**config.mk**
```make
export PLATFORM = sky130hd
export DESIGN_NAME = fhd_host_port
export DESIGN_NICKNAME = d
export VERILOG_FILES = /design/src/logic/fhd_pkg.sv /design/src/logic/fhd_host_port.sv
export VERILOG_INCLUDE_DIRS = /design/src /design/src/logic
export SDC_FILE = /design/constraint.sdc
export NUM_CORES = 1
export LEC_CHECK = 0
export BUFFER_PORTS_ARGS = -buffer_cell sky130_fd_sc_hd__buf_2
export CAP_MARGIN = 20
export CELL_PAD_IN_SITES_DETAIL_PLACEMENT = 0
export CELL_PAD_IN_SITES_GLOBAL_PLACEMENT = 1
export CORE_MARGIN = 3
export CORE_UTILIZATION = 45
export CTS_CLUSTER_DIAMETER = 50
export DETAILED_ROUTE_END_ITERATION = 6
export HOLD_SLACK_MARGIN = 0.1
export PLACE_DENSITY_LB_ADDON = 0.1
export SYNTH_ARGS = -nofsm -noshare
export SYNTH_HDL_FRONTEND = slang
export SYNTH_SLANG_ARGS = --single-unit
```
**constraint.sdc**
```tcl
create_clock -name clk -period 3.5 [get_ports clk]
set_input_delay 0.175 -clock clk [delete_from_list [all_inputs] [get_ports clk]]
set_output_delay 0.175 -clock clk [all_outputs]
set_load 0.005 [all_outputs]
```
**src/logic/fhd_map.svh**
```systemverilog
// Register offsets, field positions, reset values and timing counts for the host data port
`ifndef FHD_MAP_SVH
`define FHD_MAP_SVH
`define FHD_OFS_DATA        3'h5
`define FHD_OFS_INSENSE     3'h7
`define FHD_OFS_MAIN_STATUS 3'h4
`define FHD_RATE_RST        2'h2
`define FHD_RATE_500K       2'h0
`define FHD_RATE_300K       2'h1
`define FHD_RATE_250K       2'h2
`define FHD_RATE_1M         2'h3
`define FHD_BIT_MEDIA       7
`define FHD_BIT_DMA         3
`define FHD_BIT_NOPREC      2
`define FHD_FIFO_DEPTH      16
`define FHD_GUARD_NS        1500
`define FHD_CLK_NS          10
`define FHD_GUARD_CYC       (`FHD_GUARD_NS / `FHD_CLK_NS)
`endif

```
**src/logic/fhd_pkg.sv**
```systemverilog
// Types for the host data port
package fhd_pkg;
    typedef enum logic [1:0] {
        FHD_MODE_ONE,
        FHD_MODE_TWO,
        FHD_MODE_THREE
    } fhd_mode_t;
    typedef enum logic [1:0] {
        FHD_PH_IDLE,
        FHD_PH_CMD,
        FHD_PH_EXEC,
        FHD_PH_RESULT
    } fhd_phase_t;
endpackage

```
**src/logic/fhd_host_port.sv**
```systemverilog
// Host data port, input sense register and rate configuration register
// Summary of operation
// - Data port at offset 5 moves bytes
// - Data port access gated by request, direction
// - Any reset leaves FIFO disabled
// - Configure enables FIFO and sets threshold
// - Command bytes pass singly, FIFO inactive
// - Execution entry flushes the FIFO
// - Overrun or underrun ends the command
// - Underrun write pads sector with zeros
// - Service request from threshold and direction
// - Input sense at offset 7 read only
// - First mode drives only bit 7
// - Bit 7 is inverted, forced media change
// - Second mode bit 0 low density
// - Second mode rate bits, ones above
// - Rate survives soft reset, hard 250K
// - Third mode bit 3 mirrors DMA gate
// - Third mode noprec bit and rate
// - Third mode bits 4-6 read zero
// - Config register write only, rate reset 10
// - Modes one, two config bits 2-7 zero
// - Third mode noprec kept over soft reset
// - Latest rate write wins; in one cycle the config register beats dsr_rate
// - Request flag and direction flag meanings
`timescale 1ns/1ns
`include "fhd_map.svh"
module fhd_host_port
    import fhd_pkg::*;
(
    input  wire logic       clk,
    input  wire logic       arst_n,
    input  wire logic       soft_reset,
    input  wire fhd_mode_t  compat_mode,
    input  wire logic [2:0] bus_addr,
    input  wire logic       bus_rd,
    input  wire logic       bus_wr,
    input  wire logic [7:0] bus_wdata,
    output logic      [7:0] bus_rdata,
    output logic      [7:0] bus_rdata_oe_n,
    input  wire logic       media_changed_pin_n,
    input  wire logic       force_media_change,
    input  wire logic       dma_gate_enable,
    input  wire logic       dsr_rate_wr,
    input  wire logic [1:0] dsr_rate,
    input  wire logic       cfg_wr,
    input  wire logic       cfg_fifo_en,
    input  wire logic [3:0] cfg_threshold,
    input  wire fhd_phase_t cmd_phase,
    input  wire logic       exec_read,
    input  wire logic       eng_push,
    input  wire logic [7:0] eng_wdata,
    input  wire logic       eng_pop,
    output logic      [7:0] eng_rdata,
    output logic            fifo_empty,
    output logic            fifo_full,
    input  wire logic       disk_byte_tick,
    output logic            host_request_flag,
    output logic            transfer_direction_flag,
    output logic            service_req,
    output logic            xfer_error,
    output logic            pad_zero_crc,
    output logic      [1:0] rate_select,
    output logic            low_density_indicator
);
    localparam int DEPTH = `FHD_FIFO_DEPTH;

    logic [7:0] mem_r [DEPTH];
    logic [3:0] wp_r;
    logic [3:0] rp_r;
    logic [4:0] cnt_r;
    logic       fifo_en_r;
    logic [3:0] thr_r;
    logic [1:0] rate_r;
    logic       noprec_r;
    logic       err_r;
    logic       pad_r;
    fhd_phase_t phase_q_r;
    logic       data_rd;
    logic       data_wr;
    logic       push;
    logic       pop;
    logic       flush;
    logic [7:0] sense;

    function automatic logic fifo_mode(input logic en, input fhd_phase_t ph);
        return en && (ph == FHD_PH_EXEC);
    endfunction

    // Host reads when engine fills FIFO (exec read) or result phase
    assign transfer_direction_flag = (cmd_phase == FHD_PH_RESULT) ||
                                     (cmd_phase == FHD_PH_EXEC && exec_read);
    always_comb begin
        host_request_flag = 1'b0;
        unique case (cmd_phase)
            FHD_PH_IDLE, FHD_PH_CMD: host_request_flag = (cnt_r == 5'h00);
            FHD_PH_EXEC:             host_request_flag = transfer_direction_flag ? !fifo_empty : !fifo_full;
            FHD_PH_RESULT:           host_request_flag = !fifo_empty;
        endcase
    end

    // Accesses outside the flags are ignored, protecting FIFO contents
    assign data_rd = bus_rd && bus_addr == `FHD_OFS_DATA && host_request_flag && transfer_direction_flag;
    assign data_wr = bus_wr && bus_addr == `FHD_OFS_DATA && host_request_flag && !transfer_direction_flag;
    assign push    = data_wr || (eng_push && !fifo_full);
    assign pop     = data_rd || (eng_pop && !fifo_empty);
    assign flush   = (cmd_phase == FHD_PH_EXEC) && (phase_q_r != FHD_PH_EXEC);
    assign fifo_empty = (cnt_r == 5'h00);
    // Without FIFO mode the port holds one byte only
    assign fifo_full  = fifo_mode(fifo_en_r, cmd_phase) ? (cnt_r == 5'(DEPTH)) : (cnt_r != 5'h00);

    always_ff @(posedge clk or negedge arst_n) begin
        if (!arst_n) begin
            phase_q_r <= FHD_PH_IDLE;
        end else begin
            phase_q_r <= cmd_phase;
        end
    end

    always_ff @(posedge clk or negedge arst_n) begin
        if (!arst_n) begin
            fifo_en_r <= 1'b0;
            thr_r     <= 4'h0;
        end else if (soft_reset) begin
            fifo_en_r <= 1'b0;
            thr_r     <= 4'h0;
        end else if (cfg_wr) begin
            fifo_en_r <= cfg_fifo_en;
            thr_r     <= cfg_threshold;
        end
    end

    always_ff @(posedge clk or negedge arst_n) begin
        if (!arst_n) begin
            wp_r  <= 4'h0;
            rp_r  <= 4'h0;
            cnt_r <= 5'h00;
        end else if (soft_reset || flush || xfer_error && !exec_read) begin
            wp_r  <= 4'h0;
            rp_r  <= 4'h0;
            cnt_r <= 5'h00;
        end else begin
            if (push) begin
                wp_r <= wp_r + 4'h1;
            end
            if (pop) begin
                rp_r <= rp_r + 4'h1;
            end
            cnt_r <= cnt_r + {4'h0, push} - {4'h0, pop};
        end
    end

    always_ff @(posedge clk) begin
        if (push) begin
            mem_r[wp_r] <= data_wr ? bus_wdata : eng_wdata;
        end
    end

    assign eng_rdata = mem_r[rp_r];

    // Threshold margin leaves the 1.5 us guard before the disk needs the byte
    always_comb begin
        service_req = 1'b0;
        if (fifo_mode(fifo_en_r, cmd_phase)) begin
            service_req = exec_read ? (cnt_r >= 5'(thr_r) + 5'h01)
                                    : (5'(DEPTH) - cnt_r >= 5'(thr_r) + 5'h01);
        end
    end

    // Disk byte tick with nothing to give or no room ends the transfer
    always_ff @(posedge clk or negedge arst_n) begin
        if (!arst_n) begin
            err_r <= 1'b0;
            pad_r <= 1'b0;
        end else if (soft_reset || cmd_phase == FHD_PH_IDLE) begin
            err_r <= 1'b0;
            pad_r <= 1'b0;
        end else if (cmd_phase == FHD_PH_EXEC && disk_byte_tick && !err_r) begin
            if (exec_read && fifo_full) begin
                err_r <= 1'b1;
            end else if (!exec_read && fifo_empty) begin
                err_r <= 1'b1;
                pad_r <= 1'b1;
            end
        end
    end

    assign xfer_error   = err_r;
    assign pad_zero_crc = pad_r;

    always_ff @(posedge clk or negedge arst_n) begin
        if (!arst_n) begin
            rate_r <= `FHD_RATE_RST;
        end else if (bus_wr && bus_addr == `FHD_OFS_INSENSE) begin
            rate_r <= bus_wdata[1:0];
        end else if (dsr_rate_wr) begin
            rate_r <= dsr_rate;
        end
    end

    // Soft reset deliberately leaves noprec alone
    always_ff @(posedge clk or negedge arst_n) begin
        if (!arst_n) begin
            noprec_r <= 1'b0;
        end else if (bus_wr && bus_addr == `FHD_OFS_INSENSE && compat_mode == FHD_MODE_THREE) begin
            noprec_r <= bus_wdata[`FHD_BIT_NOPREC];
        end
    end

    assign rate_select = rate_r;
    assign low_density_indicator = (rate_r == `FHD_RATE_250K) || (rate_r == `FHD_RATE_300K);

    always_comb begin
        sense = 8'h00;
        sense[`FHD_BIT_MEDIA] = !media_changed_pin_n || force_media_change;
        unique case (compat_mode)
            FHD_MODE_ONE: begin
                sense[6:0] = 7'h00;
            end
            FHD_MODE_TWO: begin
                sense[6:3] = 4'hF;
                sense[2:1] = rate_r;
                sense[0]   = low_density_indicator;
            end
            FHD_MODE_THREE: begin
                sense[6:4] = 3'h0;
                sense[`FHD_BIT_DMA]    = dma_gate_enable;
                sense[`FHD_BIT_NOPREC] = noprec_r;
                sense[1:0] = rate_r;
            end
            default: begin
                sense[6:0] = 7'h00;
            end
        endcase
    end

    // Offset 7 reads sense only; writes touch the config register
    always_ff @(posedge clk or negedge arst_n) begin
        if (!arst_n) begin
            bus_rdata      <= 8'h00;
            bus_rdata_oe_n <= 8'hFF;
        end else if (bus_rd && bus_addr == `FHD_OFS_INSENSE) begin
            bus_rdata      <= sense;
            bus_rdata_oe_n <= (compat_mode == FHD_MODE_ONE) ? 8'h7F : 8'h00;
        end else if (data_rd) begin
            bus_rdata      <= mem_r[rp_r];
            bus_rdata_oe_n <= 8'h00;
        end else begin
            bus_rdata_oe_n <= 8'hFF;
        end
    end

    a_flush_empty: assert property (@(posedge clk) disable iff (!arst_n)
        flush |=> cnt_r == 5'h00) else $error("FIFO not flushed at execution entry");
    a_cmd_single: assert property (@(posedge clk) disable iff (!arst_n)
        cmd_phase == FHD_PH_CMD |-> cnt_r <= 5'h01) else $error("Command phase held more than one byte");
    a_gate_rd: assert property (@(posedge clk) disable iff (!arst_n)
        data_rd |-> host_request_flag && transfer_direction_flag) else $error("Read taken without permission");
    a_soft_fifo_off: assert property (@(posedge clk) disable iff (!arst_n)
        soft_reset |=> !fifo_en_r) else $error("FIFO enabled after reset");
    a_soft_keeps_rate: assert property (@(posedge clk) disable iff (!arst_n)
        soft_reset && !bus_wr && !dsr_rate_wr |=> $stable(rate_r)) else $error("Rate lost on soft reset");
    a_ccr_rate: assert property (@(posedge clk) disable iff (!arst_n)
        bus_wr && bus_addr == `FHD_OFS_INSENSE |=> rate_r == $past(bus_wdata[1:0])) else $error("Rate not loaded");
    a_at_tristate: assert property (@(posedge clk) disable iff (!arst_n)
        bus_rd && bus_addr == `FHD_OFS_INSENSE && compat_mode == FHD_MODE_ONE |=> bus_rdata_oe_n == 8'h7F)
        else $error("Low bits driven in first mode");
    a_underrun_pad: assert property (@(posedge clk) disable iff (!arst_n)
        cmd_phase == FHD_PH_EXEC && disk_byte_tick && !exec_read && fifo_empty && !err_r && !soft_reset
        |=> err_r && pad_r) else $error("Underrun not handled");
    a_ps_ones: assert property (@(posedge clk) disable iff (!arst_n)
        bus_rd && bus_addr == `FHD_OFS_INSENSE && compat_mode == FHD_MODE_TWO |=> bus_rdata[6:3] == 4'hF)
        else $error("Second mode filler bits wrong");
    a_m30_zero: assert property (@(posedge clk) disable iff (!arst_n)
        bus_rd && bus_addr == `FHD_OFS_INSENSE && compat_mode == FHD_MODE_THREE |=> bus_rdata[6:4] == 3'h0)
        else $error("Third mode zero bits wrong");

    c_exec_flush: cover property (@(posedge clk) disable iff (!arst_n) flush);
    c_service: cover property (@(posedge clk) disable iff (!arst_n) $rose(service_req));
    c_overrun: cover property (@(posedge clk) disable iff (!arst_n) $rose(err_r) && exec_read);
endmodule

```
# [After elaboration in Yosys (flattened, before gate mapping)]
# Memory sizes are Yosys's and may differ from the RTL's.
# Index checks and enable logic that the tools add are counted.
# Widths: inputs -> output; s select.
[totals] n_memories=1 input_bits=44 ram_bits=128 output_inout_bits=34 ff_bits=41 elab_cells=113
[classes] n_lt_le_gt_ge=2 n_mux=32 reduce_logical=48 eq_ne=12 n_addsub=6
[mem_list] memory="mem_r" words=16 width=8 rd=1 rd_clocked_by_memory_dff=0 wr=1 line_no="fhd_host_port.sv:68" source="logic [7:0] mem_r [DEPTH];"
[ops] op="$mux 8" count=5
[ops] op="$mux 4" count=6
[ops] op="$logic_and 1x1->1" count=19
[ops] op="$mux 1" count=15
[ops] op="$pmux 7 s2" count=1
[ops] op="$reduce_bool 2->1" count=7
[ops] op="$ge 5x5->1" count=2
[ops] op="$add 4x1->4 const B" count=2
[ops] op="$eq 2x2->1 const B" count=4
[ops] op="$logic_or 1x1->1" count=8
[ops] op="$mux 7" count=1
[ops] op="$eq 2x1->1 const B" count=3
[ops] op="$eq 3x3->1 const B" count=2
[ops] op="$logic_not 1->1" count=6
[ops] op="$add 4x1->5 const B" count=1
[ops] op="$add 5x1->5" count=1
[ops] op="$eq 5x5->1 const B" count=1
[ops] op="$logic_not 5->1" count=1
[ops] op="$mux 5" count=1
[ops] op="$reduce_bool 5->1" count=1
[ops] op="$sub 5x1->5" count=1
[ops] op="$sub 5x5->5 const A" count=1
[ops] op="$logic_not 2->1" count=2
[ops] op="$mux 2" count=2
[ops] op="other kinds (6)" count=7

# [Depth between registers and ports, before layout]
# Gate-level depths: netlist of the first run.
[logic_depth] ltp_word=12 depth_mapped=19 depth_no_buf=18

# [Worst setup path after synthesis of the first run]
# No wires, ideal clock.
[synth_path] kind="reg-to-reg" from="reg cnt_r[1]" to="reg cnt_r[4]" stages_incl_launch_ff=20 arrival_ps=3071 path_buffers=1 t_required_ps=3364 period_less_slack_ps=3208 setup_ps=136 setup_slack_ps=292 cell_sequence="dfrtp_1 inv_1 ha_1 nand2_1 inv_1 ha_1 nand2b_1 o32ai_1 or2_2 clkbuf_1 ha_1 inv_1 ha_1 inv_1 fa_1 nor2_1 nor2_1 nor2_1 or3_1 a21oi_1"
[synth_via] elab_chain_len=11 elab_cells_between_ends=19 classes_between="add/sub: 2; eq/ne: 1; mux: 4; reduce/logical: 12"
[synth_rtl] element="from (decl)" line_no="fhd_host_port.sv:71" source="logic [4:0] cnt_r;"
[synth_rtl] element="from (signal assigned)" line_no="fhd_host_port.sv:149" source="cnt_r <= cnt_r + {4'h0, push} - {4'h0, pop};"
[synth_rtl] element="$eq 5x5->1 / $reduce_bool 5->1 (equally long branches)" line_no="fhd_host_port.sv:110" source="assign fifo_full = fifo_mode(fifo_en_r, cmd_phase) ? (cnt_r == 5'(DEPTH)) : (cnt_r != 5'h00);"
[synth_rtl] element="$mux 1" line_no="fhd_host_port.sv:110"
[synth_rtl] element="$logic_not 1->1" line_no="fhd_host_port.sv:97, fhd_host_port.sv:105"
[synth_rtl] element="$mux 1" line_no="fhd_host_port.sv:97" source="FHD_PH_EXEC: host_request_flag = transfer_direction_flag ? !fifo_empty : !fifo_full;"
[synth_rtl] element="$pmux 1 s3" line_no="fhd_host_port.sv:95" source="unique case (cmd_phase)"
[synth_rtl] element="$logic_and 1x1->1 (2 in series)" line_no="fhd_host_port.sv:104" source="assign data_wr = bus_wr && bus_addr == `FHD_OFS_DATA && host_request_flag && !transfer_direction_flag;"
[synth_rtl] element="$logic_or 1x1->1" line_no="fhd_host_port.sv:105" source="assign push = data_wr || (eng_push && !fifo_full);"
[synth_rtl] element="$add 5x1->5" line_no="fhd_host_port.sv:149"
[synth_rtl] element="$sub 5x1->5 (*)" line_no="fhd_host_port.sv:149"
[synth_rtl] element="$mux 5 (*)" line_no="fhd_host_port.sv:138" source="end else if (soft_reset || flush || xfer_error && !exec_read) begin"
# Every way passes the cells marked *; elsewhere a longest branch is shown, timed or not.
# A chain may end at the register's enable or synchronous reset.

# [Worst setup path in the final report of the first run]
# Ends and elaborated chain as after synthesis.

==> reports/qor.tcl, run 1 <==
set qor(commonest_cells_after_routing_fill_and_taps_aside) {sky130_fd_sc_hd__edfxtp_1 (128), sky130_fd_sc_hd__buf_2 (77), sky130_fd_sc_hd__nor2_1 (36), sky130_fd_sc_hd__dfrtp_1 (31)}
set qor(min_path_type) {in2reg}
set qor(postSynth.asyncResetShare_pct) 21.5
set qor(maxClockFrequency_mhz) 310
set qor(synth_enable_flop_cells) 128
set qor(critical_path.cell_chain) {inv_2, ha_2, nand2_1, inv_1, ha_2, nand2b_4, o32ai_2, or2_2, ha_1, inv_1, ha_1, inv_1, fa_1, nor2_1, nor2_1, nor2_1, or3_1, a21oi_1}
set qor(synth.top_cells.by_area) {sky130_fd_sc_hd__edfxtp_1 (52%), sky130_fd_sc_hd__dfrtp_1 (11%), sky130_fd_sc_hd__mux4_2 (7.1%)}
set qor(timing.critical_path.slowest_cell_delay_ns) 0.44
set qor(synth-seq-area-share_pct) 64.4
set qor(worstSetupStartpointType) {flop}
set qor(n_antenna_cell) 0
set qor(grt.overflow.total) 0
set qor(p_clk_share_pct) 34.9
set qor(clockRootBuffer) {sky130_fd_sc_hd__clkbuf_16}
set qor(clk_path_buf_depth) 2
set qor(place.port_buffers) 77
set qor(number_of_cell_instances_on_the_worst_register_to_register_path) 18
set qor(synth-warning-count) 0
set qor(cts_tree) {done}
set qor(avgSynthCellArea_sq_um) 15.8
set qor(cts-buffers-inserted) 17
set qor(power.share.sequential_pct) 41.5
set qor(r2r_setup_slack_ns) 0.27
set qor(powerDensity_nw_per_um2) 636
set qor(floorplan.die.height_microns) 134
set qor(timing.critical_path.arrival_ns) 3.57
set qor(report.final.setup_viol) 0
set qor(die_x_microns) 134
set qor(total_switching_power_w) 0.00158
set qor(dominantRegCellSynth) {sky130_fd_sc_hd__edfxtp_1}
set qor(route.detailed.wl_per_inst_microns) 19.7
set qor(path_clk_slew_ns) 0.06
set qor(antenna_found_initial) 0
set qor(clock-sinks) 163
set qor(initial_utilization_pct) 46.0
set qor(detail_route.vias_per_cell) 5.32
set qor(grt_pass1_vias) 4335
set qor(drt-initial-drc-count) 252
set qor(global_route.usage.total_pct) 18.3
set qor(io_pins) 78
set qor(synthCells) 464
set qor(grt_pass1_wl_mm) 24.5
set qor(most_common_library_cell_in_the_layout_ignoring_fill_and_taps) {sky130_fd_sc_hd__edfxtp_1}
set qor(holdPathEnd) {bus_rdata[3]$_DFFE_PN0N_}
set qor(cts.htree.levels) 4
set qor(drive_above_1_share_pct) 28.4
set qor(grt_use_met1_pct) 25.9
set qor(hp-start) {dma_gate_enable}
set qor(number_of_violations_of_the_max_capacitance_limit) 0
set qor(global_route.usage.met2_pct) 28.7
set qor(maxSlewHeadroom_pct) 43.4
set qor(synth_cell_type_count) 48
set qor(synth_seq_cells) 163
set qor(whs_path_depth) 4
set qor(route.vias.total) 4225
set qor(power.internal_w) 0.00399
set qor(pre_cts_slack_ns) 0.162
set qor(max-vdd-ir-drop_v) 0.000357
set qor(post-layout-total-power_w) 0.00557
set qor(cell_accounting_for_the_most_synthesized_area) {sky130_fd_sc_hd__edfxtp_1}
set qor(hold_ws_ns) 0.120
set qor(finalWorstPathRequiredPeriod_ns) 3.23
set qor(cell_count_after_placement) 745
set qor(drt_wl_total_mm) 15.6
set qor(cp-end-kind) {flop}
set qor(critical-path-slowest-cell) {sky130_fd_sc_hd__dfrtp_1}
set qor(placeable_core_area_sq_um) 15900
set qor(fp-row-count) 46
set qor(power_leakage_nw) 3.30
set qor(num-nets-final) 638
set qor(die_area_sq_um) 17900
set qor(pwr-share-comb_pct) 23.7
set qor(gr-max-usage-layer) {met2}
set qor(reg_to_reg_critical_path_endpoint) {cnt_r[4]$_DFF_PN0_}
set qor(route.antenna.remaining_nets) 0
set qor(crit_fanout) 5
set qor(grt_start_max_net_pins) 36
set qor(synthDominantCellAreaShare_pct) 52.4
set qor(worstMarginPinSlew_ns) 0.848
set qor(mappedNetlistNets) 537
set qor(setup_slack_ns) 0.271
set qor(timing.setup.critical_path_class) {reg2reg}
set qor(worst_skew_pair.late_latency_ns) 0.42
set qor(hold_viol_final) 0
set qor(post_synthesis_to_final_layout_area_growth_pct) 19.3
set qor(timing.final.crit_share_pct) 92.3
set qor(place.gp.congestion) 0.805
set qor(maxSlewViolCount) 0
set qor(clock-skew-final_ns) 0.00710
set qor(power.switching_fraction_pct) 28.4
set qor(r2r_start) {cnt_r[1]$_DFF_PN0_}
set qor(run_status) {finished clean}
set qor(post_synth_instance_area_sq_um) 7340
set qor(drt_pre_antenna_iters) 4
set qor(grt.met3_usage_pct) 4.57
set qor(final_non_filler_cell_total) 794
set qor(drc) 0
set qor(cp.required_ns) 3.85
set qor(hpwl_mm) 10.8
## layout make-up
| type | instances | area, sq um |
|---|---|---|
| Clock buffer | 17 | 425 |
| Clock inverter | 15 | 190 |
| Fill cell | 1312 | 7190 |
| Inverter | 27 | 101 |
| Multi-Input combinational cell | 249 | 2380 |
| Sequential cell | 163 | 4720 |
| Tap cell | 216 | 270 |
| Timing Repair Buffer | 107 | 666 |
## kinds of logic (layout without fill, tap and decap cells)
group,Yosys count,in the layout,share of synthesized area (%)
AOI/OAI and AO/OA,59,59,5.83
xor gates and xnor gates,12,12,1.43
adders and majority gates,29,29,5.05
buffers and inverters,52,166,3.56
DFF,163,163,64.4
muxes,51,51,13.0
and+or+nand+nor,98,98,6.72
## power groups by stage
| stage | Sequential, W | Combinational (W) | Clock [W] |
|---|---|---|---|
| global route | 0.00233 | 0.00151 | 0.00205 |
| finish | 0.00231 | 0.00132 | 0.00194 |
| global placement | 0.00235 | 0.00129 | 0 |
| floorplan | 0.00232 | 0.000903 | 0 |
| CTS | 0.00231 | 0.00131 | 0.00197 |
| detailed placement | 0.00235 | 0.00129 | 0 |
## cells in the mapped netlist, drive strengths merged, types with 7 or more instances
cell / n
inv: 27
dfrtp: 32
a21oi: 9
nor2: 36
clkbuf: 11
mux2i: 10
o21ai: 7
buf: 14
and2: 14
mux4: 32
ha: 28
mux2: 9
a22oi: 19
edfxtp: 128
a221o: 7
nand2: 12
xnor2: 7
## state kept, by name, indices dropped and copies added, names as in the netlist, 2 cells and up
| register | flops |
|---|---|
| cnt_r | 5 |
| thr_r | 4 |
| wp_r | 4 |
| rp_r | 4 |
| rate_select | 2 |
| bus_rdata_oe_n | 2 |
| bus_rdata | 8 |
| mem_r | 128 |
| phase_q_r | 2 |
## worst max-delay path, delay by kind of cell, from the launching register on
| family | cells | cell delay (ns) |
|---|---|---|
| and+or+nand+nor | 7 | 1.10 |
| adders and majority gates | 5 | 1.09 |
| DFF | 1 | 0.44 |
| buffers and inverters | 4 | 0.30 |
| AOI/OAI and AO/OA | 2 | 0.22 |
## through the flow
| stage | utilization [%] | setup TNS [ns] | area [sq um] |
|---|---|---|---|
| after CTS | 54.8 | 0 | 8730 |
| after global routing | 54.9 | -0.0231 | 8760 |
| final | 54.9 | 0 | 8760 |
| after global placement | 49.8 | 0 | 7940 |
| after floorplan | - | 0 | 7340 |
| after detailed placement | 49.8 | 0 | 7940 |
## layer usage
metal	part of all wire (%)	up-vias
met5	0	-
met4	1.1	0
met3	4.9	16
met2	48	91
met1	46	2132
li1	-	1986
## worst max path at each step
stage,start,endpoint,slack [ns],cells after the start
after detailed placement,cnt_r[1]$_DFF_PN0_,cnt_r[4]$_DFF_PN0_,0.16,18
after floorplan,cnt_r[1]$_DFF_PN0_,cnt_r[4]$_DFF_PN0_,0.29,19
after global placement,cnt_r[1]$_DFF_PN0_,cnt_r[4]$_DFF_PN0_,0.24,18
final,cnt_r[1]$_DFF_PN0_,cnt_r[4]$_DFF_PN0_,0.27,18
after CTS,cnt_r[1]$_DFF_PN0_,cnt_r[4]$_DFF_PN0_,0.13,18
after global routing,cnt_r[1]$_DFF_PN0_,cnt_r[4]$_DFF_PN0_,-0.02,18
## what timing repair did
action,4_1_cts,5_1_grt
setup endpoints to repair,0,1
buffers inserted,0,0
gates resized for setup,0,6
hold endpoints to repair,44,0
hold buffers,17,0
Power figures use the tool's default switching activity.
==> run 2, diff against run 1 <==
Settings changed: REMOVE_ABC_BUFFERS set to 1.
==> run 2 against run 1 <==
  * Sequential power barely moved
  * Final area down 0.83%
  * Sequential share of layout area grew 0.45 points
  * Cell count stayed put
  * Wire length up 1.8%
  * Combinational power barely moved
  * Clock skew increased by 0.0037 ns
==> reports/qor.tcl, run 2 (synthesized netlist as in run 1, its figures left out) <==
set qor(finalWorstPathRequiredPeriod_ns) 3.28 ;# was 3.23 ns
set qor(rsz0062_at_grt) {no}
set qor(worst_skew_pair.late_latency_ns) 0.43 ;# was 0.42 ns
set qor(n_antenna_cell) 0 ;# unchanged
set qor(route.vias.total) 4272 ;# was 4,225
set qor(power.share.sequential_pct) 42.4 ;# was 41.5%
set qor(powerDensity_nw_per_um2) 626 ;# was 636 nW/um^2
set qor(timing.setup.critical_path_class) {reg2reg} ;# unchanged
set qor(post_synthesis_to_final_layout_area_growth_pct) 18.3 ;# was 19.3%
set qor(max-vdd-ir-drop_v) 0.000401 ;# was 0.000357 V
set qor(whs_path_depth) 3 ;# was 4
set qor(pwr-share-comb_pct) 24.4 ;# was 23.7%
set qor(maxSlewHeadroom_pct) 44.2 ;# was 43.4%
set qor(num-nets-final) 638 ;# unchanged
set qor(initial_utilization_pct) 46.0 ;# unchanged
set qor(global_route.usage.total_pct) 18.9 ;# was 18.3%
set qor(grt.met3_usage_pct) 4.91 ;# was 4.57%
set qor(die_area_sq_um) 17900 ;# unchanged
set qor(clock-sinks) 163 ;# unchanged
set qor(route.antenna.remaining_nets) 0 ;# unchanged
set qor(sequential_cell_area_sq_um) 4720 ;# unchanged
set qor(maxClockFrequency_mhz) 305 ;# was 310 MHz
set qor(die_x_microns) 134 ;# unchanged
set qor(drt-initial-drc-count) 248 ;# was 252
set qor(number_of_cell_instances_on_the_worst_register_to_register_path) 18 ;# unchanged
set qor(total_switching_power_w) 0.00160 ;# was 0.00158 W
set qor(maxSlewViolCount) 0 ;# unchanged
set qor(hold_ws_ns) 0.116 ;# was 0.120 ns
set qor(multi_input_comb_area_sq_um) 2370 ;# was 2380 sq um
set qor(hp-start) {force_media_change} ;# was dma_gate_enable
set qor(fp-row-count) 46 ;# unchanged
set qor(cts_setup_buffers) 0 ;# unchanged
set qor(cts.htree.levels) 4 ;# unchanged
set qor(gr-max-usage-layer) {met2} ;# unchanged
set qor(grt_pass1_vias) 4375 ;# was 4,335
set qor(cp.required_ns) 3.85 ;# about the same
set qor(most_common_library_cell_in_the_layout_ignoring_fill_and_taps) {sky130_fd_sc_hd__edfxtp_1} ;# unchanged
set qor(timing.critical_path.arrival_ns) 3.63 ;# was 3.57 ns
set qor(floorplan.die.height_microns) 134 ;# unchanged
set qor(detail_route.vias_per_cell) 5.38 ;# was 5.32
set qor(drt_wl_total_mm) 15.9 ;# was 15.6 mm
set qor(route.detailed.wl_per_inst_microns) 20.0 ;# was 19.7 microns
set qor(crit_fanout) 5 ;# unchanged
set qor(grt_pass1_wl_mm) 25.0 ;# was 24.5 mm
set qor(n_fill_cell) 1345 ;# was 1,312
set qor(reg_to_reg_critical_path_endpoint) {cnt_r[4]$_DFF_PN0_} ;# unchanged
set qor(number_of_flip_flops_under_the_largest_register_name) 128 ;# unchanged
set qor(commonest_cells_after_routing_fill_and_taps_aside) {sky130_fd_sc_hd__edfxtp_1 (128), sky130_fd_sc_hd__buf_2 (77), sky130_fd_sc_hd__nor2_1 (36), sky130_fd_sc_hd__dfrtp_1 (31)} ;# unchanged
set qor(clock-skew-final_ns) 0.0108 ;# was 0.00710 ns
set qor(hold_viol_final) 0 ;# unchanged
set qor(run_status) {finished clean} ;# unchanged
set qor(holdPathEnd) {bus_rdata[7]$_DFFE_PN0N_} ;# was bus_rdata[3]$_DFFE_PN0N_
set qor(cts_tree) {done} ;# unchanged
set qor(timing.final.crit_share_pct) 93.6 ;# was 92.3%
set qor(global_route.usage.met2_pct) 29.9 ;# was 28.7%
set qor(worstMarginPinSlew_ns) 0.837 ;# was 0.848 ns
set qor(placeable_core_area_sq_um) 15900 ;# unchanged
set qor(clockRootBuffer) {sky130_fd_sc_hd__clkbuf_16} ;# unchanged
set qor(cts-buffers-inserted) 17 ;# unchanged
set qor(r2r_setup_slack_ns) 0.22 ;# was 0.27 ns
set qor(worstSetupStartpointType) {flop} ;# unchanged
set qor(p_clk_share_pct) 33.2 ;# was 34.9%
set qor(grt_start_max_net_pins) 36 ;# unchanged
set qor(drt_pre_antenna_iters) 4 ;# unchanged
set qor(grt.overflow.total) 0 ;# unchanged
set qor(grt_use_met1_pct) 25.8 ;# was 25.9%
set qor(setup-tns-final_ns) 0 ;# unchanged
set qor(drive_above_1_share_pct) 28.5 ;# was 28.4%
set qor(hpwl_mm) 10.8 ;# about the same
set qor(clk_path_buf_depth) 2 ;# unchanged
set qor(power.internal_w) 0.00384 ;# was 0.00399 W
set qor(path_clk_slew_ns) 0.07 ;# was 0.06 ns
set qor(min_path_type) {in2reg} ;# unchanged
set qor(cp-end-kind) {flop} ;# unchanged
set qor(place.port_buffers) 77 ;# unchanged
set qor(number_of_violations_of_the_max_capacitance_limit) 0 ;# unchanged
set qor(io_pins) 78 ;# unchanged
set qor(power_leakage_nw) 3.27 ;# was 3.30 nW
set qor(largest_register) {mem_r} ;# unchanged
set qor(report.final.setup_viol) 0 ;# unchanged
set qor(r2r_start) {cnt_r[1]$_DFF_PN0_} ;# unchanged
set qor(largest_registers) {mem_r (128), bus_rdata (8), cnt_r (5)} ;# unchanged
set qor(antenna_found_initial) 0 ;# unchanged
set qor(drc) 0 ;# unchanged
set qor(power.switching_fraction_pct) 29.4 ;# was 28.4%
set qor(place.gp.congestion) 0.804 ;# was 0.805
[run 2: cell types whose count changed in the layout (fill, tap and decap cells not counted), sizes merged]
| cell | previous run | this run |
|---|---|---|
| clkbuf | 17 | 18 |
| bufinv | 3 | 1 |
| clkinvlp | 0 | 1 |
| dlygate4sd3 | 17 | 16 |
| buf | 90 | 91 |
[run 2: how the worst max path moves through the flow]
stage	slack, ns	cells after the start	startpoint	to
after detailed placement	0.1	18	cnt_r[1]$_DFF_PN0_	cnt_r[4]$_DFF_PN0_
after floorplan	0.17	16	cnt_r[1]$_DFF_PN0_	cnt_r[4]$_DFF_PN0_
after global routing	0.005	18	cnt_r[1]$_DFF_PN0_	cnt_r[4]$_DFF_PN0_
after global placement	0.18	18	cnt_r[1]$_DFF_PN0_	cnt_r[4]$_DFF_PN0_
after CTS	0.08	18	cnt_r[1]$_DFF_PN0_	cnt_r[4]$_DFF_PN0_
final	0.22	18	cnt_r[1]$_DFF_PN0_	cnt_r[4]$_DFF_PN0_
[run 2: repair_timing]
action                     CTS  global route
resized for setup            0             5
hold buffers                16             0
hold endpoints to repair    44             0
setup endpoints to repair    0             1
[run 2: through the flow]
step | total power [W] | utilization, % | worst slack (ns) | std cells | cell area, sq um
after floorplan | 0.00319 | - | 0.167 | 439 | 7180
after global placement | 0.00364 | 49.7 | 0.176 | 745 | 7930
after global routing | 0.00577 | 54.5 | 0.00482 | 794 | 8680
after detailed placement | 0.00365 | 49.7 | 0.0997 | 745 | 7930
after CTS | 0.00547 | 54.3 | 0.0810 | 793 | 8660
final | 0.00544 | 54.5 | 0.225 | 794 | 8680
[run 2: per-layer routing]
metal	wire length (microns)	vias to the layer above	part of all wire, %
met5	0	-	0
met4	298	0	1.9
met3	801	22	5.0
met2	7630	117	48
met1	7180	2148	45
li1	-	1985	-
[run 2: power by group through the flow]
stage	Combinational, W	Clock (W)	Sequential [W]
2_1_floorplan	0.000849	0	0.00234
3_3_place_gp	0.00130	0	0.00234
3_5_place_dp	0.00131	0	0.00235
4_1_cts	0.00133	0.00183	0.00231
5_1_grt	0.00152	0.00193	0.00232
6_report	0.00133	0.00180	0.00231
[run 2: layout make-up]
type                       instances  area share (%)
clock buffer                      18            4.94
tap                              216            3.11
timing repair buffer             107            7.49
inverter                          27            1.17
multi-input combinational        249            27.3
sequential                       163            54.4
clock inverter                    14            1.61
[run 2: critical path, stage by stage (launching register included)]
cell	delay (ns)
sky130_fd_sc_hd__dfrtp_1	0.44
sky130_fd_sc_hd__inv_2	0.10
sky130_fd_sc_hd__ha_2	0.19
sky130_fd_sc_hd__nand2_1	0.09
sky130_fd_sc_hd__inv_1	0.09
sky130_fd_sc_hd__ha_2	0.22
sky130_fd_sc_hd__nand2b_1	0.18
sky130_fd_sc_hd__o32ai_2	0.10
sky130_fd_sc_hd__or2_2	0.33
sky130_fd_sc_hd__ha_1	0.29
sky130_fd_sc_hd__inv_1	0.04
sky130_fd_sc_hd__ha_1	0.18
sky130_fd_sc_hd__inv_1	0.08
sky130_fd_sc_hd__fa_2	0.21
sky130_fd_sc_hd__nor2_1	0.05
sky130_fd_sc_hd__nor2_1	0.09
sky130_fd_sc_hd__nor2_1	0.05
sky130_fd_sc_hd__or3_1	0.34
sky130_fd_sc_hd__a21oi_1	0.14
